===== config.mk =====
export PLATFORM = sky130hd
export DESIGN_NAME = inductive_channel_sequencer
export DESIGN_NICKNAME = d
export VERILOG_FILES = /design/src/common/ics_pkg.sv /design/src/channel_pins.sv /design/src/inductive_channel_sequencer.sv /design/src/result_code.sv
export SDC_FILE = /design/constraint.sdc
export NUM_CORES = 1
export LEC_CHECK = 0
export BUFFER_PORTS_ARGS = -buffer_cell sky130_fd_sc_hd__buf_2
export CAP_MARGIN = 25
export CORE_UTILIZATION = 45
export DETAILED_ROUTE_END_ITERATION = 8
export PLACE_DENSITY = 0.7
export SLEW_MARGIN = 10
export SYNTH_ARGS = -nofsm -noshare
export SYNTH_HDL_FRONTEND = slang
export SYNTH_HIERARCHICAL = 1
export SYNTH_SLANG_ARGS = --single-unit

===== constraint.sdc =====
create_clock -name aclk -period 1.9 [get_ports aclk]
set_clock_uncertainty 0.2 [all_clocks]
set_input_delay 0.285 -clock aclk [delete_from_list [all_inputs] [get_ports aclk]]
set_output_delay 0.285 -clock aclk [all_outputs]
set_load 0.02 [all_outputs]

===== src/common/ics_pkg.sv =====
package ics_pkg;

  // ---------------------------------------------------------------
  // register indices (byte address = 4 * index)
  // ---------------------------------------------------------------
  localparam logic [5:0] IDX_RESULT0 = 6'h00;
  localparam logic [5:0] IDX_RESULT1 = 6'h02;
  localparam logic [5:0] IDX_RESULT2 = 6'h04;
  localparam logic [5:0] IDX_RESULT3 = 6'h06;
  localparam logic [5:0] IDX_CONFIG = 6'h1a;
  localparam logic [5:0] IDX_SCAN = 6'h1b;

  // ---------------------------------------------------------------
  // field positions and reset values
  // ---------------------------------------------------------------
  localparam int SEL_LSB = 14;
  localparam int SLEEP_BIT = 13;
  localparam int SEQ_EN_BIT = 15;
  localparam int SCAN_LSB = 13;
  localparam logic [15:0] CONFIG_RST = 16'h0000;
  localparam logic [15:0] SCAN_RST = 16'h0000;
  localparam logic [11:0] RESULT_RST = 12'h000;

  // ---------------------------------------------------------------
  // result codes and bus answers
  // ---------------------------------------------------------------
  localparam logic [11:0] UNDER_CODE = 12'h000;
  localparam logic [11:0] OVER_CODE = 12'hfff;
  localparam int RAW_W = 16;
  localparam int CODE_W = 12;
  localparam logic [1:0] RESP_OKAY = 2'h0;
  localparam logic [1:0] RESP_SLVERR = 2'h2;

  localparam logic [1:0] SCAN_01 = 2'h0;
  localparam logic [1:0] SCAN_012 = 2'h1;

  typedef enum logic [1:0] {
    S_IDLE = 2'h0,
    S_SWITCH = 2'h1,
    S_START = 2'h3,
    S_WAIT = 2'h2
  } seq_state_e;

  // ---------------------------------------------------------------
  // helpers
  // ---------------------------------------------------------------
  // the two-channel variant has no channels 2 and 3: the upper select bit is dropped
  function automatic logic [1:0] clamp_sel(input logic [1:0] sel, input logic four_ch);
    clamp_sel = four_ch ? sel : {1'b0, sel[0]};
  endfunction

  function automatic logic [1:0] last_channel(input logic [1:0] scan, input logic four_ch);
    logic [1:0] last;
    last = 2'h3;
    if (scan == SCAN_01) begin
      last = 2'h1;
    end else if (scan == SCAN_012) begin
      last = 2'h2;
    end
    last_channel = four_ch ? last : 2'h1;
  endfunction

  function automatic logic [15:0] merge16(input logic [15:0] old, input logic [15:0] wd,
                                          input logic [1:0] strb);
    merge16 = {strb[1] ? wd[15:8] : old[15:8], strb[0] ? wd[7:0] : old[7:0]};
  endfunction

endpackage


===== src/channel_pins.sv =====
`timescale 1ns/1ps
module channel_pins #(
  parameter int NUM_CH = 4
) (
  input wire logic [1:0] chan,
  input wire logic run,
  output logic [NUM_CH-1:0] active,
  output logic [NUM_CH-1:0] gnd
);

  always_comb begin
    for (int i = 0; i < NUM_CH; i++) begin
      active[i] = run && (chan == i[1:0]);
      gnd[i] = !active[i];
    end
  end

endmodule


===== src/inductive_channel_sequencer.sv =====
`timescale 1ns/1ps
// How it works
// - in multi-channel mode one channel at a time is active and every other one is inactive.
// - in multi-channel mode the selected channels are converted one after another in order.
// - in single-channel mode only the software-chosen channel is converted, over and over.
// - both sensor pins of each inactive channel are held at ground.
// - selected_channel, config bits 15:14, picks channel 0 to 3 for single-channel mode.
// - scan_control bit 15, sequence_enable, picks single (0, default) or multi-channel (1).
// - scan_set, scan_control bits 14:13, scans channels 0-1, 0-2 or 0-3 for codes 00, 01, 10.
// - channels 2 and 3 and the codes that use them exist only in the four-channel variant.
// - each result is the ratio of sensor to reference frequency, scaled by 4096.
// - each result field holds the upper 12 bits of the 16-bit conversion value.
// - an under-range sensor reports the all-zero code.
// - an over-range sensor reports the all-ones code.
module inductive_channel_sequencer #(
  parameter int NUM_CH = 4,
  parameter int ADDR_W = 8
) (
  input wire logic aclk,
  input wire logic aresetn,
  input wire logic [ADDR_W-1:0] s_axi_awaddr,
  input wire logic s_axi_awvalid,
  output logic s_axi_awready,
  input wire logic [31:0] s_axi_wdata,
  input wire logic [3:0] s_axi_wstrb,
  input wire logic s_axi_wvalid,
  output logic s_axi_wready,
  output logic [1:0] s_axi_bresp,
  output logic s_axi_bvalid,
  input wire logic s_axi_bready,
  input wire logic [ADDR_W-1:0] s_axi_araddr,
  input wire logic s_axi_arvalid,
  output logic s_axi_arready,
  output logic [31:0] s_axi_rdata,
  output logic [1:0] s_axi_rresp,
  output logic s_axi_rvalid,
  input wire logic s_axi_rready,
  output logic conv_start,
  output logic [1:0] conv_channel,
  input wire logic conv_done,
  input wire logic [15:0] conv_value,
  input wire logic conv_under,
  input wire logic conv_over,
  output logic [NUM_CH-1:0] chan_active,
  output logic [NUM_CH-1:0] sensor_pin_a_gnd,
  output logic [NUM_CH-1:0] sensor_pin_b_gnd
);

  // ---------------------------------------------------------------
  // elaboration checks
  // ---------------------------------------------------------------
  if (NUM_CH != 2 && NUM_CH != 4) begin : g_bad_ch
    $error("NUM_CH must be 2 or 4");
  end
  if (ADDR_W < 8 || ADDR_W > 32) begin : g_bad_addr
    $error("ADDR_W must be 8 to 32");
  end

  localparam logic FOUR_CH = (NUM_CH == 4);

  // ---------------------------------------------------------------
  // state
  // ---------------------------------------------------------------
  typedef struct packed {
    ics_pkg::seq_state_e st;
    logic [1:0] chan;
    logic restart;
    logic conv_start;
    logic [NUM_CH-1:0] active;
    logic [NUM_CH-1:0] gnd;
    logic [NUM_CH-1:0][11:0] result;
    logic [15:0] config_reg;
    logic [15:0] scan_reg;
    logic aw_held;
    logic w_held;
    logic [ADDR_W-1:0] awaddr;
    logic [15:0] wdata;
    logic [1:0] wstrb;
    logic awready;
    logic wready;
    logic bvalid;
    logic [1:0] bresp;
    logic arready;
    logic rvalid;
    logic [1:0] rresp;
    logic [15:0] rdata;
  } state_s;

  state_s state_r;
  state_s state_nxt;
  logic [11:0] code;
  logic [NUM_CH-1:0] pins_active;
  logic [NUM_CH-1:0] pins_gnd;

  result_code u_code (
    .raw(conv_value),
    .under(conv_under),
    .over(conv_over),
    .code(code)
  );

  channel_pins #(.NUM_CH(NUM_CH)) u_pins (
    .chan(state_r.chan),
    .run(state_r.st != ics_pkg::S_IDLE),
    .active(pins_active),
    .gnd(pins_gnd)
  );

  // register index of an AXI byte address; upper address bits must be zero
  function automatic logic [5:0] reg_index(input logic [ADDR_W-1:0] addr, output logic in_map);
    in_map = (addr >> 8) == '0;
    reg_index = addr[7:2];
  endfunction

  // a result register exists only for a channel the variant has
  function automatic logic result_slot(input logic [5:0] idx, output logic [1:0] ch);
    ch = idx[2:1];
    result_slot = (idx[5:3] == 3'h0) && !idx[0] && (int'(idx[2:1]) < NUM_CH);
  endfunction

  // ---------------------------------------------------------------
  // next state
  // ---------------------------------------------------------------
  always_comb begin
    logic [5:0] idx;
    logic in_map;
    logic [1:0] ch;
    logic is_res;
    logic [1:0] last;
    logic seq_en;
    idx = '0;
    in_map = 1'b0;
    ch = '0;
    is_res = 1'b0;
    state_nxt = state_r;
    state_nxt.conv_start = 1'b0;
    seq_en = state_r.scan_reg[ics_pkg::SEQ_EN_BIT];
    last = ics_pkg::last_channel(state_r.scan_reg[ics_pkg::SCAN_LSB +: 2], FOUR_CH);

    // write channel: address and data are taken independently, in either order
    if (state_r.awready && s_axi_awvalid) begin
      state_nxt.aw_held = 1'b1;
      state_nxt.awaddr = s_axi_awaddr;
    end
    if (state_r.wready && s_axi_wvalid) begin
      state_nxt.w_held = 1'b1;
      state_nxt.wdata = s_axi_wdata[15:0];
      state_nxt.wstrb = s_axi_wstrb[1:0];
    end
    if (state_r.bvalid && s_axi_bready) begin
      state_nxt.bvalid = 1'b0;
    end
    if (state_r.aw_held && state_r.w_held && !state_r.bvalid) begin
      idx = reg_index(state_r.awaddr, in_map);
      is_res = result_slot(idx, ch);
      state_nxt.aw_held = 1'b0;
      state_nxt.w_held = 1'b0;
      state_nxt.bvalid = 1'b1;
      state_nxt.bresp = ics_pkg::RESP_OKAY;
      if (in_map && idx == ics_pkg::IDX_CONFIG) begin
        state_nxt.config_reg = ics_pkg::merge16(state_r.config_reg, state_r.wdata,
                                                state_r.wstrb);
      end else if (in_map && idx == ics_pkg::IDX_SCAN) begin
        state_nxt.scan_reg = ics_pkg::merge16(state_r.scan_reg, state_r.wdata, state_r.wstrb);
      end else if (!(in_map && is_res)) begin
        // result registers silently ignore writes; anything else is an error
        state_nxt.bresp = ics_pkg::RESP_SLVERR;
      end
    end
    state_nxt.awready = !state_nxt.aw_held && !state_nxt.bvalid;
    state_nxt.wready = !state_nxt.w_held && !state_nxt.bvalid;

    // read channel: one read in flight, data one cycle after the address is taken
    if (state_r.rvalid && s_axi_rready) begin
      state_nxt.rvalid = 1'b0;
    end
    if (state_r.arready && s_axi_arvalid) begin
      idx = reg_index(s_axi_araddr, in_map);
      is_res = result_slot(idx, ch);
      state_nxt.rvalid = 1'b1;
      state_nxt.rresp = ics_pkg::RESP_OKAY;
      state_nxt.rdata = '0;
      if (in_map && is_res) begin
        state_nxt.rdata = {4'h0, state_r.result[ch]};
      end else if (in_map && idx == ics_pkg::IDX_CONFIG) begin
        state_nxt.rdata = state_r.config_reg;
      end else if (in_map && idx == ics_pkg::IDX_SCAN) begin
        state_nxt.rdata = state_r.scan_reg;
      end else begin
        state_nxt.rresp = ics_pkg::RESP_SLVERR;
      end
    end
    state_nxt.arready = !state_nxt.rvalid;

    // sequencer: new settings take effect at the next channel switch
    case (state_r.st)
      ics_pkg::S_IDLE: begin
        if (!state_r.config_reg[ics_pkg::SLEEP_BIT]) begin
          state_nxt.st = ics_pkg::S_SWITCH;
          state_nxt.restart = 1'b1;
        end
      end
      ics_pkg::S_SWITCH: begin
        if (!seq_en) begin
          state_nxt.chan = ics_pkg::clamp_sel(state_r.config_reg[ics_pkg::SEL_LSB +: 2],
                                              FOUR_CH);
        end else if (state_r.restart || state_r.chan >= last) begin
          state_nxt.chan = 2'h0;
        end else begin
          state_nxt.chan = state_r.chan + 2'h1;
        end
        state_nxt.restart = 1'b0;
        state_nxt.st = ics_pkg::S_START;
      end
      ics_pkg::S_START: begin
        // start is issued together with the new channel's pins going live
        state_nxt.conv_start = 1'b1;
        state_nxt.st = ics_pkg::S_WAIT;
      end
      ics_pkg::S_WAIT: begin
        if (conv_done) begin
          state_nxt.result[state_r.chan] = code;
          state_nxt.st = state_r.config_reg[ics_pkg::SLEEP_BIT] ? ics_pkg::S_IDLE
                                                                 : ics_pkg::S_SWITCH;
        end
      end
      default: begin
        state_nxt.st = ics_pkg::S_IDLE;
      end
    endcase

    state_nxt.active = pins_active;
    state_nxt.gnd = pins_gnd;
  end

  always_ff @(posedge aclk) begin
    if (!aresetn) begin
      state_r <= '0;
      state_r.st <= ics_pkg::S_IDLE;
      state_r.config_reg <= ics_pkg::CONFIG_RST;
      state_r.scan_reg <= ics_pkg::SCAN_RST;
      for (int i = 0; i < NUM_CH; i++) begin
        state_r.result[i] <= ics_pkg::RESULT_RST;
      end
      state_r.gnd <= '1;
    end else begin
      state_r <= state_nxt;
    end
  end

  // ---------------------------------------------------------------
  // outputs
  // ---------------------------------------------------------------
  assign s_axi_awready = state_r.awready;
  assign s_axi_wready = state_r.wready;
  assign s_axi_bvalid = state_r.bvalid;
  assign s_axi_bresp = state_r.bresp;
  assign s_axi_arready = state_r.arready;
  assign s_axi_rvalid = state_r.rvalid;
  assign s_axi_rresp = state_r.rresp;
  assign s_axi_rdata = {16'h0000, state_r.rdata};
  assign conv_start = state_r.conv_start;
  assign conv_channel = state_r.chan;
  assign chan_active = state_r.active;
  assign sensor_pin_a_gnd = state_r.gnd;
  assign sensor_pin_b_gnd = state_r.gnd;

  // ---------------------------------------------------------------
  // assertions
  // ---------------------------------------------------------------
  logic seq_en_now;
  logic [1:0] sel_now;
  logic [1:0] last_now;
  assign seq_en_now = state_r.scan_reg[ics_pkg::SEQ_EN_BIT];
  assign sel_now = ics_pkg::clamp_sel(state_r.config_reg[ics_pkg::SEL_LSB +: 2], FOUR_CH);
  assign last_now = ics_pkg::last_channel(state_r.scan_reg[ics_pkg::SCAN_LSB +: 2], FOUR_CH);
endmodule


===== src/result_code.sv =====
`timescale 1ns/1ps
module result_code (
  input wire logic [15:0] raw,
  input wire logic under,
  input wire logic over,
  output logic [11:0] code
);

  // under-range wins when the core flags both
  always_comb begin
    if (under) begin
      code = ics_pkg::UNDER_CODE;
    end else if (over) begin
      code = ics_pkg::OVER_CODE;
    end else begin
      code = raw[ics_pkg::RAW_W-1 -: ics_pkg::CODE_W];
    end
  end

endmodule

==> reports/metrics.cfg <==
[detailed_routing]
vias=4956
ant_nets=0
viasPerCell=5.08
drc=0
drt-initial-drc-count=269
wire_per_inst_um=15.1
dr.pass1.iters=4
wl_um=14700

[sta]
report.final.slew_viol_count=0
max-slew-margin-rel_pct=64.9
hold_viol=0
setup_viol=0
tns_ns=0
fin_ws_ns=0.0352
max_freq_mhz=536
fin_crit_ns=1.86
worst_pin_slew_ns=0.525
post-route-period-util_pct=98.1
rsz0062_at_grt=yes

[yosys]
synth_edf_count=0
ys_async_sr_fraction_pct=0
yosysWarnings=6
synth_area_per_cell_um2=9.35
yosysTopAreaCell=dfxtp_1
ys_types=44
syn_area_mm2=0.00656
yosysTopAreaCellShare_pct=43.6
synth_seq_cells=143
netlist_instances=702
synthTopCellsByArea=dfxtp_1, nand2_1, a21boi_0
synth-main-ff-cell=dfxtp_1
seq_area_frac_synth_pct=43.6

[clock_network]
clock_latency_ns=0.41
clk_path_buf_depth=2
clockRootBuffer=clkbuf_16
numClockSinks=143
cts_made_buffers=17
cts_setup_buffers=0
clkTransAtPathRegs_ns=0.06
cts.htree.levels=4
cts_tree=done

[cells_and_area]
syn_to_final_growth_pct=20.2
nets=866
mostFrequentLayoutCells=nand2_1, dfxtp_1, buf_2, a21boi_0, nor2b_1
diodes=0
stdcell_area_mm2=0.00789
post_route_cells_drive_above_1_share_pct=23.1
finish.utilization_pct=56.2
fin_cells=975
layout_commonest_cell=nand2_1

[global_routing]
grt_antenna_before_repair=0
track_usage_pct=21.0
grt_max_degree=54
grt_pass1_vias=4992
grt_overflow=0
grt_pass1_wl_um=24200

[power]
p_leak_nw=3.39
pwr-share-seq_pct=42.6
switching_share_pct=22.0
p_clk_share_pct=48.9
switchingPower_mw=1.63
ir_drop_mv=0.660
internal-power_mw=5.75
power-per-cell-area_mw_per_mm2=935
combPwrFrac_pct=8.5

[worst_setup_path]
r2r-end=conv_channel[0]
crit_type=in -> reg
cp.required_ns=2.00
arrival_ns=1.96
timing.rr.start=state_r[66]
critPathLaunchType=primary input
rrSetupSlack_ns=0.09
cp-end-kind=flop
critPathMaxFanout=12
rr_worst_depth=6

[floorplanning]
die_w_um=123
dieArea_mm2=0.0151
core_area_mm2=0.0140
ios=134
die_y_um=123
initial_utilization_pct=46.7
rows=43

[place]
placed_cells=917
gp_congestion=0.793
place_area_mm2=0.00696
pre_cts_ws_ns=-0.0537
dp_hpwl_um=10100
port_buffers=89

[min_path]
hold_end=state_r[47]
min_from=s_axi_awvalid
hp-class=in -> reg
holdPathStages=3

[status]
status=finished, final reports clean

[run]
maxCapViolations=0

-- synthesized netlist by cell type, types with 4 or more instances --
library cell and instances:
nand2_1 152, dfxtp_1 143, a21boi_0 72, buf_4 50
nor2b_1 37, mux2i_1 32, clkbuf_1 22, nor2_1 20
buf_2 18, o21ai_0 16, mux2_2 15, a221oi_1 14
and2_1 13, o21ba_1 12, nand3_1 11, mux4_2 10
nand2b_1 10, a21boi_1 6, ha_1 6, and3_1 4
inv_1 4
-- final cells by class --
cell class,instances,area [um2]
clock buffers,21,460
clock inverters,11,186
fillers,1233,6150
inverters,4,15.0
multi-input cells,477,3190
flip-flops and latches,143,2860
well taps,180,225
repair buffers,139,948
-- worst max path at each step --
stage / startpoint / to
final: conv_done / state_r[94]
after floorplan: conv_channel[0] / conv_channel[0]
after detailed placement: state_r[66] / conv_channel[0]
after CTS: state_r[66] / conv_channel[0]
after global placement: s_axi_araddr[3] / s_axi_rdata[0]
after global routing: state_r[66] / conv_channel[0]
-- critical path, stage by stage --
cell	delay (ns)
dlygate4sd3_1	0.52
buf_2	0.13
and3b_1	0.34
nand2_1	0.40
nand2_1	0.18
a21boi_0	0.10
-- metal layers --
metal  track usage (%)  up-vias  part of all wire [%]
li1                  -     2469                     -
met1              25.5     2338                    43
met2              36.4      137                    50
met3              5.30       12                   5.8
met4              6.02        0                  0.96
met5                 0        -                     0
-- stage by stage --
stage          total power [mW]  hold WS (ns)
3_3_place_gp               3.76         0.237
3_5_place_dp               3.78         0.243
2_1_floorplan              3.64         0.230
4_1_cts                    7.43       0.00449
5_1_grt                    7.66        0.0412
6_report                   7.38        0.0252
-- power by group through the flow --
stage               clock network (mW)  logic, mW  registers [mW]
floorplan                            0      0.443            3.20
global placement                     0      0.566            3.20
detailed placement                   0      0.580            3.20
CTS                               3.66      0.626            3.14
global route                      3.83      0.690            3.15
finish                            3.61      0.628            3.14
-- flip-flops by register name, summed over array words and instances, names as in the netlist --
signal            count
sel_now               2
s_axi_bvalid          1
s_axi_bresp           1
conv_channel          2
s_axi_awready         1
seq_en_now            1
state_r             106
chan_active           4
s_axi_rvalid          1
s_axi_rresp           1
conv_start            1
s_axi_rdata          16
s_axi_arready         1
sensor_pin_a_gnd      4
s_axi_wready          1
-- what timing repair did --
item | in CTS | in global routing
hold buffers | 26 | 0
gates resized for setup | 1 | 4
setup endpoints to repair | 2 | 8
hold endpoints to repair | 26 | 0
-- logic make-up (layout without fill, tap and decap cells) --
family                   count (synthesis)  in the layout  share of synthesized area [%]
flip-flops                             143            143                           43.6
AO/OA/AOI/OAI                          128            128                           14.7
multiplexers                            59             59                           11.7
adder cells (fa/ha/maj)                  6              6                           1.14
buffers and inverters                   99            175                           9.23
other                                    1             18                         0.0571
AND/OR/NAND/NOR                        266            266                           19.6
Power figures use the tool's default switching activity.
